==> src/hwdt_defines.svh <==
`ifndef HWDT_DEFINES_SVH
`define HWDT_DEFINES_SVH

// ****************************************
// Special function register map
// ****************************************
`define HWDT_KEY_ADDR      8'hA6
`define HWDT_TSEL_ADDR     8'hA7
`define HWDT_KEY_FIRST     8'h1E
`define HWDT_KEY_SECOND    8'hE1
`define HWDT_TSEL_RST      8'h00
`define HWDT_RD_IDLE       8'h00

// ****************************************
// Timeout select fields
// ****************************************
`define HWDT_TSEL_LEN_BIT  3
`define HWDT_TSEL_PS_MSB   2
`define HWDT_TSEL_PS_LSB   0
`define HWDT_TSEL_USED_MSB 3

// ****************************************
// Timing
// ****************************************
`define HWDT_CNT_W         14
`define HWDT_SHORT_W       10
`define HWDT_MC_DIV        6
`define HWDT_PS_W          7
`define HWDT_PULSE_OSC     96

`endif

==> src/hwdt_pkg.sv <==
package hwdt_pkg;

  typedef logic [7:0] hwdt_byte_t;
  typedef logic [2:0] hwdt_psel_t;

  typedef enum logic [0:0] {
    KEY_WAIT_FIRST,
    KEY_WAIT_SECOND
  } hwdt_key_state_t;

endpackage

==> src/hwdt_tick_if.sv <==
`timescale 1ns/10ps

interface hwdt_tick_if;
  import hwdt_pkg::*;

  logic       oscEn;
  hwdt_psel_t prescSel;
  logic       restart;
  logic       wdTick;

  modport div (
    input  oscEn,
    input  prescSel,
    input  restart,
    output wdTick
  );

  modport ctl (
    output oscEn,
    output prescSel,
    output restart,
    input  wdTick
  );
endinterface

==> src/hwdt_tick_div.sv <==
`timescale 1ns/10ps
`include "hwdt_defines.svh"

module hwdt_tick_div #(
  parameter int MC_DIV = `HWDT_MC_DIV,
  parameter int PS_W   = `HWDT_PS_W
) (
  input wire logic core_clk,
  input wire logic nrst,
  hwdt_tick_if.div tk
);
  import hwdt_pkg::*;

  generate
    if (MC_DIV < 2 || MC_DIV > 16 || PS_W < 1 || PS_W > 7) begin : g_chk
      $error("hwdt_tick_div: unsupported divider settings");
    end
  endgenerate

  logic [3:0]      mcCnt_r;
  logic [PS_W-1:0] psCnt_r;
  logic            mcTick;
  logic [PS_W-1:0] psMask;

  // ****************************************
  // Machine cycle divider
  // ****************************************
  assign mcTick = tk.oscEn && (mcCnt_r == 4'(MC_DIV - 1));

  always_ff @(posedge core_clk or negedge nrst) begin
    if (!nrst) begin
      mcCnt_r <= '0;
    end else if (tk.restart) begin
      mcCnt_r <= '0;
    end else if (tk.oscEn) begin
      mcCnt_r <= mcTick ? '0 : mcCnt_r + 4'h1;
    end
  end

  // ****************************************
  // Extra prescaler stage
  // ****************************************
  always_ff @(posedge core_clk or negedge nrst) begin
    if (!nrst) begin
      psCnt_r <= '0;
    end else if (tk.restart) begin
      psCnt_r <= '0;
    end else if (mcTick) begin
      psCnt_r <= psCnt_r + 1'b1;
    end
  end

  // Select zero passes every machine cycle
  assign psMask    = PS_W'((1 << tk.prescSel) - 1);
  assign tk.wdTick = mcTick && ((psCnt_r & psMask) == psMask);
endmodule

==> src/hwdt_key_seq.sv <==
`timescale 1ns/10ps
`include "hwdt_defines.svh"

module hwdt_key_seq (
  input wire logic        core_clk,
  input wire logic        nrst,
  input wire logic        clear,
  input wire logic        keyWr,
  input hwdt_pkg::hwdt_byte_t keyData,
  output logic            keyDone
);
  import hwdt_pkg::*;

  hwdt_key_state_t state_r;
  hwdt_key_state_t state_nxt;

  // ****************************************
  // Two byte key detector
  // ****************************************
  always_comb begin
    state_nxt = state_r;
    keyDone   = 1'b0;
    if (keyWr) begin
      case (state_r)
        KEY_WAIT_FIRST: begin
          if (keyData == `HWDT_KEY_FIRST) begin
            state_nxt = KEY_WAIT_SECOND;
          end
        end
        KEY_WAIT_SECOND: begin
          if (keyData == `HWDT_KEY_SECOND) begin
            keyDone   = 1'b1;
            state_nxt = KEY_WAIT_FIRST;
          end else if (keyData == `HWDT_KEY_FIRST) begin
            state_nxt = KEY_WAIT_SECOND;
          end else begin
            state_nxt = KEY_WAIT_FIRST;
          end
        end
        default: begin
          state_nxt = KEY_WAIT_FIRST;
        end
      endcase
    end
  end

  always_ff @(posedge core_clk or negedge nrst) begin
    if (!nrst) begin
      state_r <= KEY_WAIT_FIRST;
    end else if (clear) begin
      state_r <= KEY_WAIT_FIRST;
    end else begin
      state_r <= state_nxt;
    end
  end
endmodule

==> src/hwdt_watchdog.sv <==
`timescale 1ns/10ps
`include "hwdt_defines.svh"

// Functional notes
// Supervision timer is a 14-bit up-counter, not readable or writable.
// After any reset the timer is disabled and does not count.
// Writing 0x1E then 0xE1 to the key register at 0xA6 arms it.
// Armed counter advances once per machine cycle of six clock periods.
// Counter advances only while its oscillator runs, else it holds.
// Once armed, only hardware reset or overflow disarms it.
// Overflow length select picks 10-bit or 14-bit counting.
// Full length overflows on reaching 16383 machine cycles; the code overflows on the 16384th machine cycle, when the count is at 16383.
// Each completed key sequence restarts the count from zero.
// Overflow raises the internal chip reset.
// Overflow drives a high reset pulse of 96 oscillator periods.
// Key register is write-only; writes only matter as key bytes.
// A seven-bit prescaler stage extends the timeout.
// Low-speed crystal option makes the timer use that crystal.
// 0xE1 not right after 0x1E neither arms nor restarts.
// Prescaler field is a three-bit select; zero means no division.
module hwdt_watchdog #(
  parameter int CNT_W     = `HWDT_CNT_W,
  parameter int SHORT_W   = `HWDT_SHORT_W,
  parameter int MC_DIV    = `HWDT_MC_DIV,
  parameter int PULSE_OSC = `HWDT_PULSE_OSC
) (
  input wire logic           core_clk,
  input wire logic           nrst,
  input wire logic [7:0]     sfrAddr,
  input hwdt_pkg::hwdt_byte_t sfrWrData,
  input wire logic           sfrWr,
  input wire logic           sfrRd,
  output hwdt_pkg::hwdt_byte_t sfrRdData,
  input wire logic           rcOscTick,
  input wire logic           xtalOscTick,
  input wire logic           lowSpeedXtalSel,
  input wire logic           oscRunning,
  output logic               wdArmed,
  output logic               chipResetReq,
  output logic               resetPinOut,
  output logic               resetPinOe
);
  import hwdt_pkg::*;

  // ****************************************
  // Parameter checks
  // ****************************************
  generate
    if (CNT_W < 2 || CNT_W > 32) begin : g_chk_cnt
      $error("hwdt_watchdog: counter width out of range");
    end
    if (SHORT_W < 1 || SHORT_W > CNT_W) begin : g_chk_short
      $error("hwdt_watchdog: short length must fit the counter");
    end
    if (MC_DIV < 2 || MC_DIV > 16) begin : g_chk_div
      $error("hwdt_watchdog: machine cycle divider out of range");
    end
    // Pulse counter is eight bits wide
    if (PULSE_OSC < 1 || PULSE_OSC > 255) begin : g_chk_pulse
      $error("hwdt_watchdog: reset pulse length out of range");
    end
  endgenerate

  // ****************************************
  // Declarations
  // ****************************************
  logic             armed_r;
  logic [CNT_W-1:0] cnt_r;
  hwdt_byte_t       tsel_r;
  hwdt_byte_t       rdData_r;
  logic [7:0]       pulseCnt_r;
  logic             chipRst_r;
  logic             pinOut_r;
  logic             keyWr;
  logic             tselWr;
  logic             keyDone;
  logic             oscTick;
  logic             overflow;
  logic [CNT_W-1:0] limit;
  logic             armed_nxt;
  logic [CNT_W-1:0] cnt_nxt;
  hwdt_byte_t       tsel_nxt;
  hwdt_byte_t       rdData_nxt;
  logic [7:0]       pulseCnt_nxt;
  logic             pulseOn;

  hwdt_tick_if tk ();

  // ****************************************
  // Helpers
  // ****************************************
  function automatic logic [CNT_W-1:0] ovfLimit(input logic shortLen);
    logic [CNT_W-1:0] lim;
    lim = '1;
    if (shortLen) begin
      lim = CNT_W'((1 << SHORT_W) - 1);
    end
    return lim;
  endfunction

  // Full eight-bit match; the bus has no partial decode
  function automatic logic addrHit(input logic [7:0] addr,
                                   input logic [7:0] target);
    return addr == target;
  endfunction

  // Reset stays up until the last counted tick of the pulse has passed
  function automatic logic pulseHigh(input logic       ovf,
                                     input logic [7:0] cnt,
                                     input logic       tick);
    return ovf || (cnt > 8'h01) || (cnt == 8'h01 && !tick);
  endfunction

  // ****************************************
  // Register decode
  // ****************************************
  assign keyWr  = sfrWr && addrHit(sfrAddr, `HWDT_KEY_ADDR);
  assign tselWr = sfrWr && addrHit(sfrAddr, `HWDT_TSEL_ADDR);

  // ****************************************
  // Clock source selection
  // ****************************************
  // Low-speed crystal replaces the RC source when selected
  // Stopped oscillator gives no ticks, so every counter holds
  assign oscTick = (lowSpeedXtalSel ? xtalOscTick : rcOscTick) && oscRunning;

  // ****************************************
  // Key sequence and machine cycle
  // ****************************************
  // Overflow drops a half-entered key so the restarted chip starts clean
  hwdt_key_seq u_key (
    .core_clk (core_clk),
    .nrst     (nrst),
    .clear    (overflow),
    .keyWr    (keyWr),
    .keyData  (sfrWrData),
    .keyDone  (keyDone)
  );

  assign tk.oscEn    = oscTick;
  assign tk.prescSel = tsel_r[`HWDT_TSEL_PS_MSB:`HWDT_TSEL_PS_LSB];
  // Restart also clears the prescaler so no stale phase shortens a period
  assign tk.restart  = keyDone || overflow;

  hwdt_tick_div #(
    .MC_DIV (MC_DIV),
    .PS_W   (`HWDT_PS_W)
  ) u_div (
    .core_clk (core_clk),
    .nrst     (nrst),
    .tk       (tk)
  );

  // ****************************************
  // Timeout select register
  // ****************************************
  always_comb begin
    tsel_nxt = tsel_r;
    if (overflow) begin
      // Overflow resets the chip, so the select returns to its reset value
      tsel_nxt = `HWDT_TSEL_RST;
    end else if (tselWr) begin
      tsel_nxt = {4'h0, sfrWrData[`HWDT_TSEL_USED_MSB:0]};
    end
  end

  always_ff @(posedge core_clk or negedge nrst) begin
    if (!nrst) begin
      tsel_r <= `HWDT_TSEL_RST;
    end else begin
      tsel_r <= tsel_nxt;
    end
  end

  // ****************************************
  // Read port
  // ****************************************
  // Key register reads as zero; it holds nothing readable
  always_comb begin
    rdData_nxt = rdData_r;
    if (sfrRd) begin
      if (addrHit(sfrAddr, `HWDT_TSEL_ADDR)) begin
        rdData_nxt = tsel_r;
      end else begin
        rdData_nxt = `HWDT_RD_IDLE;
      end
    end
  end

  always_ff @(posedge core_clk or negedge nrst) begin
    if (!nrst) begin
      rdData_r <= `HWDT_RD_IDLE;
    end else begin
      rdData_r <= rdData_nxt;
    end
  end

  assign sfrRdData = rdData_r;

  // ****************************************
  // Arming
  // ****************************************
  always_comb begin
    armed_nxt = armed_r;
    if (overflow) begin
      armed_nxt = 1'b0;
    end else if (keyDone) begin
      armed_nxt = 1'b1;
    end
  end

  always_ff @(posedge core_clk or negedge nrst) begin
    if (!nrst) begin
      armed_r <= 1'b0;
    end else begin
      armed_r <= armed_nxt;
    end
  end

  // ****************************************
  // Supervision counter
  // ****************************************
  assign limit    = ovfLimit(tsel_r[`HWDT_TSEL_LEN_BIT]);
  assign overflow = armed_r && tk.wdTick && (cnt_r == limit);

  always_comb begin
    cnt_nxt = cnt_r;
    if (keyDone || overflow) begin
      cnt_nxt = '0;
    end else if (armed_r && tk.wdTick) begin
      // Wraps only when short length is selected while the count is past its limit; otherwise overflow clears it first
      cnt_nxt = cnt_r + 1'b1;
    end
  end

  always_ff @(posedge core_clk or negedge nrst) begin
    if (!nrst) begin
      cnt_r <= '0;
    end else begin
      cnt_r <= cnt_nxt;
    end
  end

  // ****************************************
  // Reset generation
  // ****************************************
  // Counts down on oscillator ticks, not core cycles
  always_comb begin
    pulseCnt_nxt = pulseCnt_r;
    if (overflow) begin
      pulseCnt_nxt = 8'(PULSE_OSC);
    end else if (oscTick && pulseCnt_r != 8'h00) begin
      pulseCnt_nxt = pulseCnt_r - 8'h01;
    end
  end

  always_ff @(posedge core_clk or negedge nrst) begin
    if (!nrst) begin
      pulseCnt_r <= '0;
    end else begin
      pulseCnt_r <= pulseCnt_nxt;
    end
  end

  // ****************************************
  // Reset outputs
  // ****************************************
  assign pulseOn = pulseHigh(overflow, pulseCnt_r, oscTick);

  always_ff @(posedge core_clk or negedge nrst) begin
    if (!nrst) begin
      chipRst_r <= 1'b0;
    end else begin
      chipRst_r <= pulseOn;
    end
  end

  always_ff @(posedge core_clk or negedge nrst) begin
    if (!nrst) begin
      pinOut_r <= 1'b0;
    end else begin
      pinOut_r <= pulseOn;
    end
  end

  assign chipResetReq = chipRst_r;
  assign resetPinOut  = pinOut_r;
  assign resetPinOe   = pinOut_r;

  always_ff @(posedge core_clk or negedge nrst) begin
    if (!nrst) begin
      wdArmed <= 1'b0;
    end else begin
      // Drops together with the rise of the reset outputs
      wdArmed <= armed_r && !overflow;
    end
  end
endmodule

==> config.mk <==
export PLATFORM = sky130hd
export DESIGN_NAME = hwdt_watchdog
export DESIGN_NICKNAME = d
export VERILOG_FILES = /design/src/hwdt_pkg.sv /design/src/hwdt_tick_if.sv /design/src/hwdt_tick_div.sv /design/src/hwdt_key_seq.sv /design/src/hwdt_watchdog.sv
export VERILOG_INCLUDE_DIRS = /design/src
export SDC_FILE = /design/constraint.sdc
export NUM_CORES = 1
export LEC_CHECK = 0
export CORE_UTILIZATION = 35
export CTS_CLUSTER_SIZE = 8
export DETAILED_ROUTE_END_ITERATION = 7
export DONT_BUFFER_PORTS = 1
export SYNTH_ARGS = -nofsm -noshare
export SYNTH_HDL_FRONTEND = slang
export SYNTH_SLANG_ARGS = --single-unit
==> constraint.sdc <==
create_clock -name core_clk -period 4.2 [get_ports core_clk]
set_clock_uncertainty 0.05 [all_clocks]
set_input_delay 0.84 -clock core_clk [delete_from_list [all_inputs] [get_ports core_clk]]
set_output_delay 0.84 -clock core_clk [all_outputs]
set_load 0.02 [all_outputs]
Word level (Yosys, flattened, before mapping)
Cells that the tools add are included.

Register bits: 53. Bits of input ports: 24. Output and inout bits: 12. Logic and storage cells: 74.

Add/subtract/negate cells: 5. $lt $le $gt $ge: 1. Equal/unequal tests: 8. Shifts and indexed selects: 1. Muxes and demuxes: 24. Bitwise gates (word level): 2. Reductions and logical operators: 23.

Operator list (count): 14-bit 2-to-1 mux (3); 8-bit 2-to-1 mux (5); 8-bit equality test, second input constant (3); 14-bit by 1-bit adder with 14-bit output, second input constant (1); 14-bit equality test (1); 7-bit 2-to-1 mux (2); 2-bit nonzero test (7); 4-bit 2-to-1 mux (3); 1-bit logical AND (10); 1-bit 2-to-1 mux (10); 8-bit by 1-bit equality test with 1-bit output, second input constant (1); 8-bit by 5-bit equality test with 1-bit output, second input constant (1); 8-bit by 1-bit > comparator with 1-bit output, second input constant (1); 8-bit nonzero test (1); 8-bit by 1-bit subtractor with 8-bit output, second input constant (1); 7-bit by 1-bit adder with 7-bit output, second input constant (1); 7-bit bitwise AND (1); 7-bit equality test (1); 1-bit by 3-bit left shift with 7-bit output, first input constant (1); 7-bit by 2-bit subtractor with 7-bit output, second input constant (1); 4-bit by 1-bit adder with 4-bit output, second input constant (1); 4-bit by 3-bit equality test with 1-bit output, second input constant (1); 1-bit logical OR (3); 1-bit zero test (2); 2 further kinds (2).

Longest topological paths before layout
Depth in word-level cells: 9. Mapped depth: 10. Depth with buffers taken out: 7.

Modules after synthesis
From an unflattened synthesis, not the netlist that was laid out.

Cells, all modules: 247. Area total of the unflattened synthesis: 2443.6 µm².

By module, submodules not included: hwdt_watchdog (instances 1, cells an instance 176, area an instance 1755.4 µm²); hwdt_tick_div (instances 1, cells an instance 62, area an instance 589.3 µm²); hwdt_key_seq (instances 1, cells an instance 9, area an instance 98.8 µm²).

Worst setup path after synthesis
No wires, ideal clock.

Kind: input -> register. From: input port lowSpeedXtalSel. To: register cnt_r[5]. Setup time: 0.082 ns. Data arrival time: 2.210 ns. Slack: 1.857 ns. Stages on the path: 7. Cells stage by stage: mux2_2 -> and3_1 -> buf_4 -> nand2_1 -> buf_2 -> or4_1 -> o22ai_1.

Cells in the longest elaborated chain, start to end: 8.

RTL lines: start, declared (line hwdt_watchdog.sv:36) `input wire logic lowSpeedXtalSel,`; 1-bit 2-to-1 mux (*) (line hwdt_watchdog.sv:125) `assign oscTick = (lowSpeedXtalSel ? xtalOscTick : rcOscTick) && oscRunning;`; 1-bit logical AND (*) (line hwdt_watchdog.sv:125); 1-bit logical AND (*) (line hwdt_tick_div.sv:28) `assign mcTick = tk.oscEn && (mcCnt_r == 4'(MC_DIV - 1));`; 1-bit logical AND (*) (line hwdt_tick_div.sv:55) `assign tk.wdTick = mcTick && ((psCnt_r & psMask) == psMask);`; 1-bit logical AND (*) (line hwdt_watchdog.sv:224, hwdt_watchdog.sv:230); 1-bit logical AND (line hwdt_watchdog.sv:224) `assign overflow = armed_r && tk.wdTick && (cnt_r == limit);`; 1-bit logical OR (line hwdt_watchdog.sv:228) `if (keyDone || overflow) begin`; 14-bit 2-to-1 mux / 2-bit nonzero test (equally long branches); end signal, assigned (line hwdt_watchdog.sv:240) `cnt_r <= cnt_nxt;`; end, declared (line hwdt_watchdog.sv:68) `logic [CNT_W-1:0] cnt_r;`.

Mark *: on every way between the ends. The rest lies on a longest branch, timed or not. A chain may end at the register's enable or synchronous reset.

Worst setup path after layout
From: register u_div.mcCnt_r[1]. To: register u_div.psCnt_r[5].

Cells in the longest elaborated chain, start to end: 7.

RTL lines: start, declared (line hwdt_tick_div.sv:20) `logic [3:0] mcCnt_r;`; start signal, assigned (line hwdt_tick_div.sv:36) `mcCnt_r <= mcTick ? '0 : mcCnt_r + 4'h1;`; 4-bit by 3-bit equality test with 1-bit output (*) (line hwdt_tick_div.sv:28); 1-bit logical AND (*) (line hwdt_tick_div.sv:28); 1-bit logical AND (line hwdt_tick_div.sv:55); 1-bit logical AND (2 in series) (line hwdt_watchdog.sv:224); 1-bit logical OR (line hwdt_watchdog.sv:143) `assign tk.restart = keyDone || overflow;`; 7-bit 2-to-1 mux / 2-bit nonzero test (equally long branches); end signal, assigned (line hwdt_tick_div.sv:49) `psCnt_r <= psCnt_r + 1'b1;`; end, declared (line hwdt_tick_div.sv:21) `logic [PS_W-1:0] psCnt_r;`.

Marked as above.

==> summary.md <==
| Metric | Value |
|---|---|
| Detailed-placement wirelength estimate | `3648 um` |
| Post-synth EDFFs | `0` |
| Pint | `0.0006781 W` |
| Share of the yosys chip area belonging to registers | `43.44%` |
| Proportion of power drawn by flip-flops and latches | `53.7%` |
| Post-detailed-route DRC marker count | `0` |
| Count of mapped cells out of synthesis | `277` |
| Largest cells by area after synthesis | `sky130_fd_sc_hd__dfrtp_1 43%, sky130_fd_sc_hd__nand2_1 4.2%, sky130_fd_sc_hd__a21oi_1 3.3%` |
| Postcts setup bufs | `0` |
| H-Tree Level Count | `2` |
| Status | `finished, final reports clean` |
| Vias in the first global route | `1,985` |
| Wire length of the first global-routing pass | `9301 um` |
| Clk Latency, worst-skew pair | `300 ps` |
| Number of standard-cell rows in the floorplan | `31` |
| Hold-fix buffer count after cts | `0` |
| Tightest hold margin | `164.0 ps` |
| Mean post-synth cell area | `9.359 um2` |
| Upper clock frequency limit | `346.6 MHz` |
| Clock sink count | `45` |
| Headroom to the max-slew limit | `43.91%` |
| Crit path required time | `4310 ps` |
| Dominant register cell in the synthesized netlist | `sky130_fd_sc_hd__dfrtp_1` |
| Aggregate global-route resource usage | `15.29%` |
| Routability congestion estimate | `0.7596` |
| Cell Pwr Density | `333.0 nW/um2` |
| #FFs+latches synth | `45` |
| Die Area | `7755 um2` |
| Combinational group share of total power | `9.0%` |
| Cell at the root of the clock tree | `sky130_fd_sc_hd__clkbuf_8` |
| Drt first pass iters | `4` |
| Cts bufs inserted | `5` |
| Netlist area before placement | `2592 um2` |
| Final count of hold timing violations | `0` |
| Routed WL per cell | `14.23 um` |
| Worst setup path class | `flop to flop` |
| Post-synth cell types | `53` |
| RSZ-0062 raised after global routing | `no` |
| Area share of the largest cell type after synthesis | `43.44%` |
| Count of antenna diodes in the layout | `0` |
| Maximum fanout count along the critical path | `20` |
| Total wire length | `5307 um` |
| Number of nets with antenna violations after detailed routing | `0` |
| Number of nets in the finished design | `303` |
| Transition time of the tightest slew-check pin | `836.4 ps` |
| Post-CTS resize count | `0` |
| Height of the die | `88.07 um` |
| Max Cap Viol | `0` |
| IO buf count | `0` |
| Core utilization of the finished layout | `38.22%` |
| Chip Width | `88.07 um` |
| Period minus WS final | `2885 ps` |
| Cell with the most instances after synthesis | `sky130_fd_sc_hd__dfrtp_1` |
| Share of post-route cells with drive strength above 1 | `7.299%` |
| Area leader, netlist | `sky130_fd_sc_hd__dfrtp_1` |
| IR drop worst, VDD | `0.0001581 V` |
| Multi-input logic area | `1358 um2` |
| Period Utilization, post-route | `68.70%` |
| Area of all sequential standard cells | `1126 um2` |
| Fillcell total | `744` |
| Type of element launching the critical path | `flop` |
| Count of yosys warnings during synthesis | `0` |
| Leading post-synthesis cells by instance count | `45 x sky130_fd_sc_hd__dfrtp_1, 29 x sky130_fd_sc_hd__nand2_1, 22 x sky130_fd_sc_hd__nor2_1` |
| PnR worst setup slack | `1315 ps` |
| Post-synthesis async set-or-reset flop share | `100.0%` |
| Worst setup EP type | `flop` |
| Pre-CTS setup slack | `1099 ps` |
| Max-slew violation count | `0` |
| Io pins | `36` |
| CTS clock-pin slew for the worst setup and hold paths | `100 ps` |
| Placed Cells | `365` |
| Data arrival at the endpoint of the critical path | `2990 ps` |
| Placeable core region | `7214 um2` |
| P&R area growth vs syn | `6.370%` |
| CTS tree | `built` |
| Number of buffers between clock root and the deepest sink | `2` |
| Number of antenna violations at the first check in global routing | `0` |
| Net load switching power | `0.0002402 W` |
| Effective utilization at floorplan | `35.93%` |
| P_leak | `1.171 nW` |
| Min-Delay Path Class | `primary input to asynchronous set/reset pin` |
| Setup-failing EPs final | `0` |
| Detail-routed via count per cell | `5.343` |
| Summed negative setup slack over all endpoints | `0 ps` |
| Switching Fraction | `26.16%` |
| Vias post-DR | `1,993` |
| Largest net degree at the start of global routing | `46` |
| Non-filler instance count after layout | `373` |
| Overflow left after global routing | `0` |
| Violation count after the first detailed-routing iteration | `143` |
| Part of the power in the clock network | `37.3%` |
-- power groups by stage --
stage                     clock network (W)  logic (W)  registers, W
after floorplan                           0  0.0000718      0.000492
after global placement                    0  0.0000768      0.000500
after detailed placement                  0  0.0000823      0.000500
after CTS                          0.000351  0.0000824      0.000492
after global routing               0.000369  0.0000988      0.000500
final                              0.000342  0.0000828      0.000493
-- sequential cells by signal, indices dropped and copies added, names as in the netlist --
signal and cells:
cnt_r 14, pulseCnt_r 8, u_div.psCnt_r 7, sfrRdData 4, tsel_r 4, u_div.mcCnt_r 4
armed_r 1, resetPinOe 1, u_key.state_r 1, wdArmed 1
-- logic make-up (layout without fill, tap and decap cells) --
logic type      Yosys count  in the layout  synth area share, %
buf+inv                  23             17                4.633
compound gates           53             53                13.90
fa+ha+maj                 6              6                2.896
mux                       8              8                3.137
flops                    45             45                43.44
xor+xnor                 10             10                3.378
other cells               1              4               0.1446
simple gates            131            131                28.47
-- area by class of cell --
type                    count  area share, %
flip-flops and latches     45          40.83
clock inverters             3          1.724
multi-input cells         212          49.23
inverters                   9          1.225
well taps                  99          4.492
clock buffers               5          2.495
-- cells in the final DEF, fill, tap and decap left out, drive strengths merged, types with 3 or more instances in the layout --
cell type  netlist  routed
or3              4       4
ha               6       6
nor4bb           3       3
a21oi           17      17
mux2i            7       7
xor2             6       6
nand2           30      30
or4              6       6
o21ai           10      10
conb             1       4
o31ai            6       6
o22ai            4       4
nand4            6       6
dfrtp           45      45
nor3b            3       3
nand3           15      15
a211oi           5       5
nand4b           3       3
clkbuf           3       5
nand2b           3       3
inv              9      11
xnor2            4       4
and2             5       5
nor2            22      22
nor3            11      11
nor4             4       4
and3             5       5
o41ai            3       3
-- final timing paths --
check                                    to  cells past startpoint             start  slack (ps)
max reg2reg                u_div.psCnt_r[5]                      7  u_div.mcCnt_r[1]        1310
max                        u_div.psCnt_r[5]                      7  u_div.mcCnt_r[1]        1310
min reg2reg                         wdArmed                      1           armed_r         490
min                               cnt_r[11]                      0              nrst         160
max in group asynchronous     pulseCnt_r[7]                      0              nrst        3830
min in group core_clk               wdArmed                      1           armed_r         490
-- through the flow --
step / area (um2) / total power (W)
3_5_place_dp: 2641 / 0.0005823
3_3_place_gp: 2641 / 0.0005765
5_1_grt: 2758 / 0.0009679
6_report: 2758 / 0.0009184
4_1_cts: 2758 / 0.0009253
2_1_floorplan: 2604 / 0.0005638
-- metal layers --
layer | GRT usage (%) | up-vias | part of all wire (%)
li1 | - | 990 | -
met1 | 20.92 | 947 | 48
met2 | 23.54 | 54 | 47
met3 | 3.770 | 2 | 5.3
met4 | 5.572 | 0 | 0.66
met5 | 0 | - | 0
-- critical path: stages, from the launching register on --
cell	delay, ps
sky130_fd_sc_hd__dfrtp_1	420
sky130_fd_sc_hd__inv_1	80
sky130_fd_sc_hd__ha_1	140
sky130_fd_sc_hd__and3b_1	270
sky130_fd_sc_hd__and3_1	350
sky130_fd_sc_hd__nand2_1	450
sky130_fd_sc_hd__o31ai_2	850
sky130_fd_sc_hd__nor2_1	130
Power figures use the tool's default switching activity.
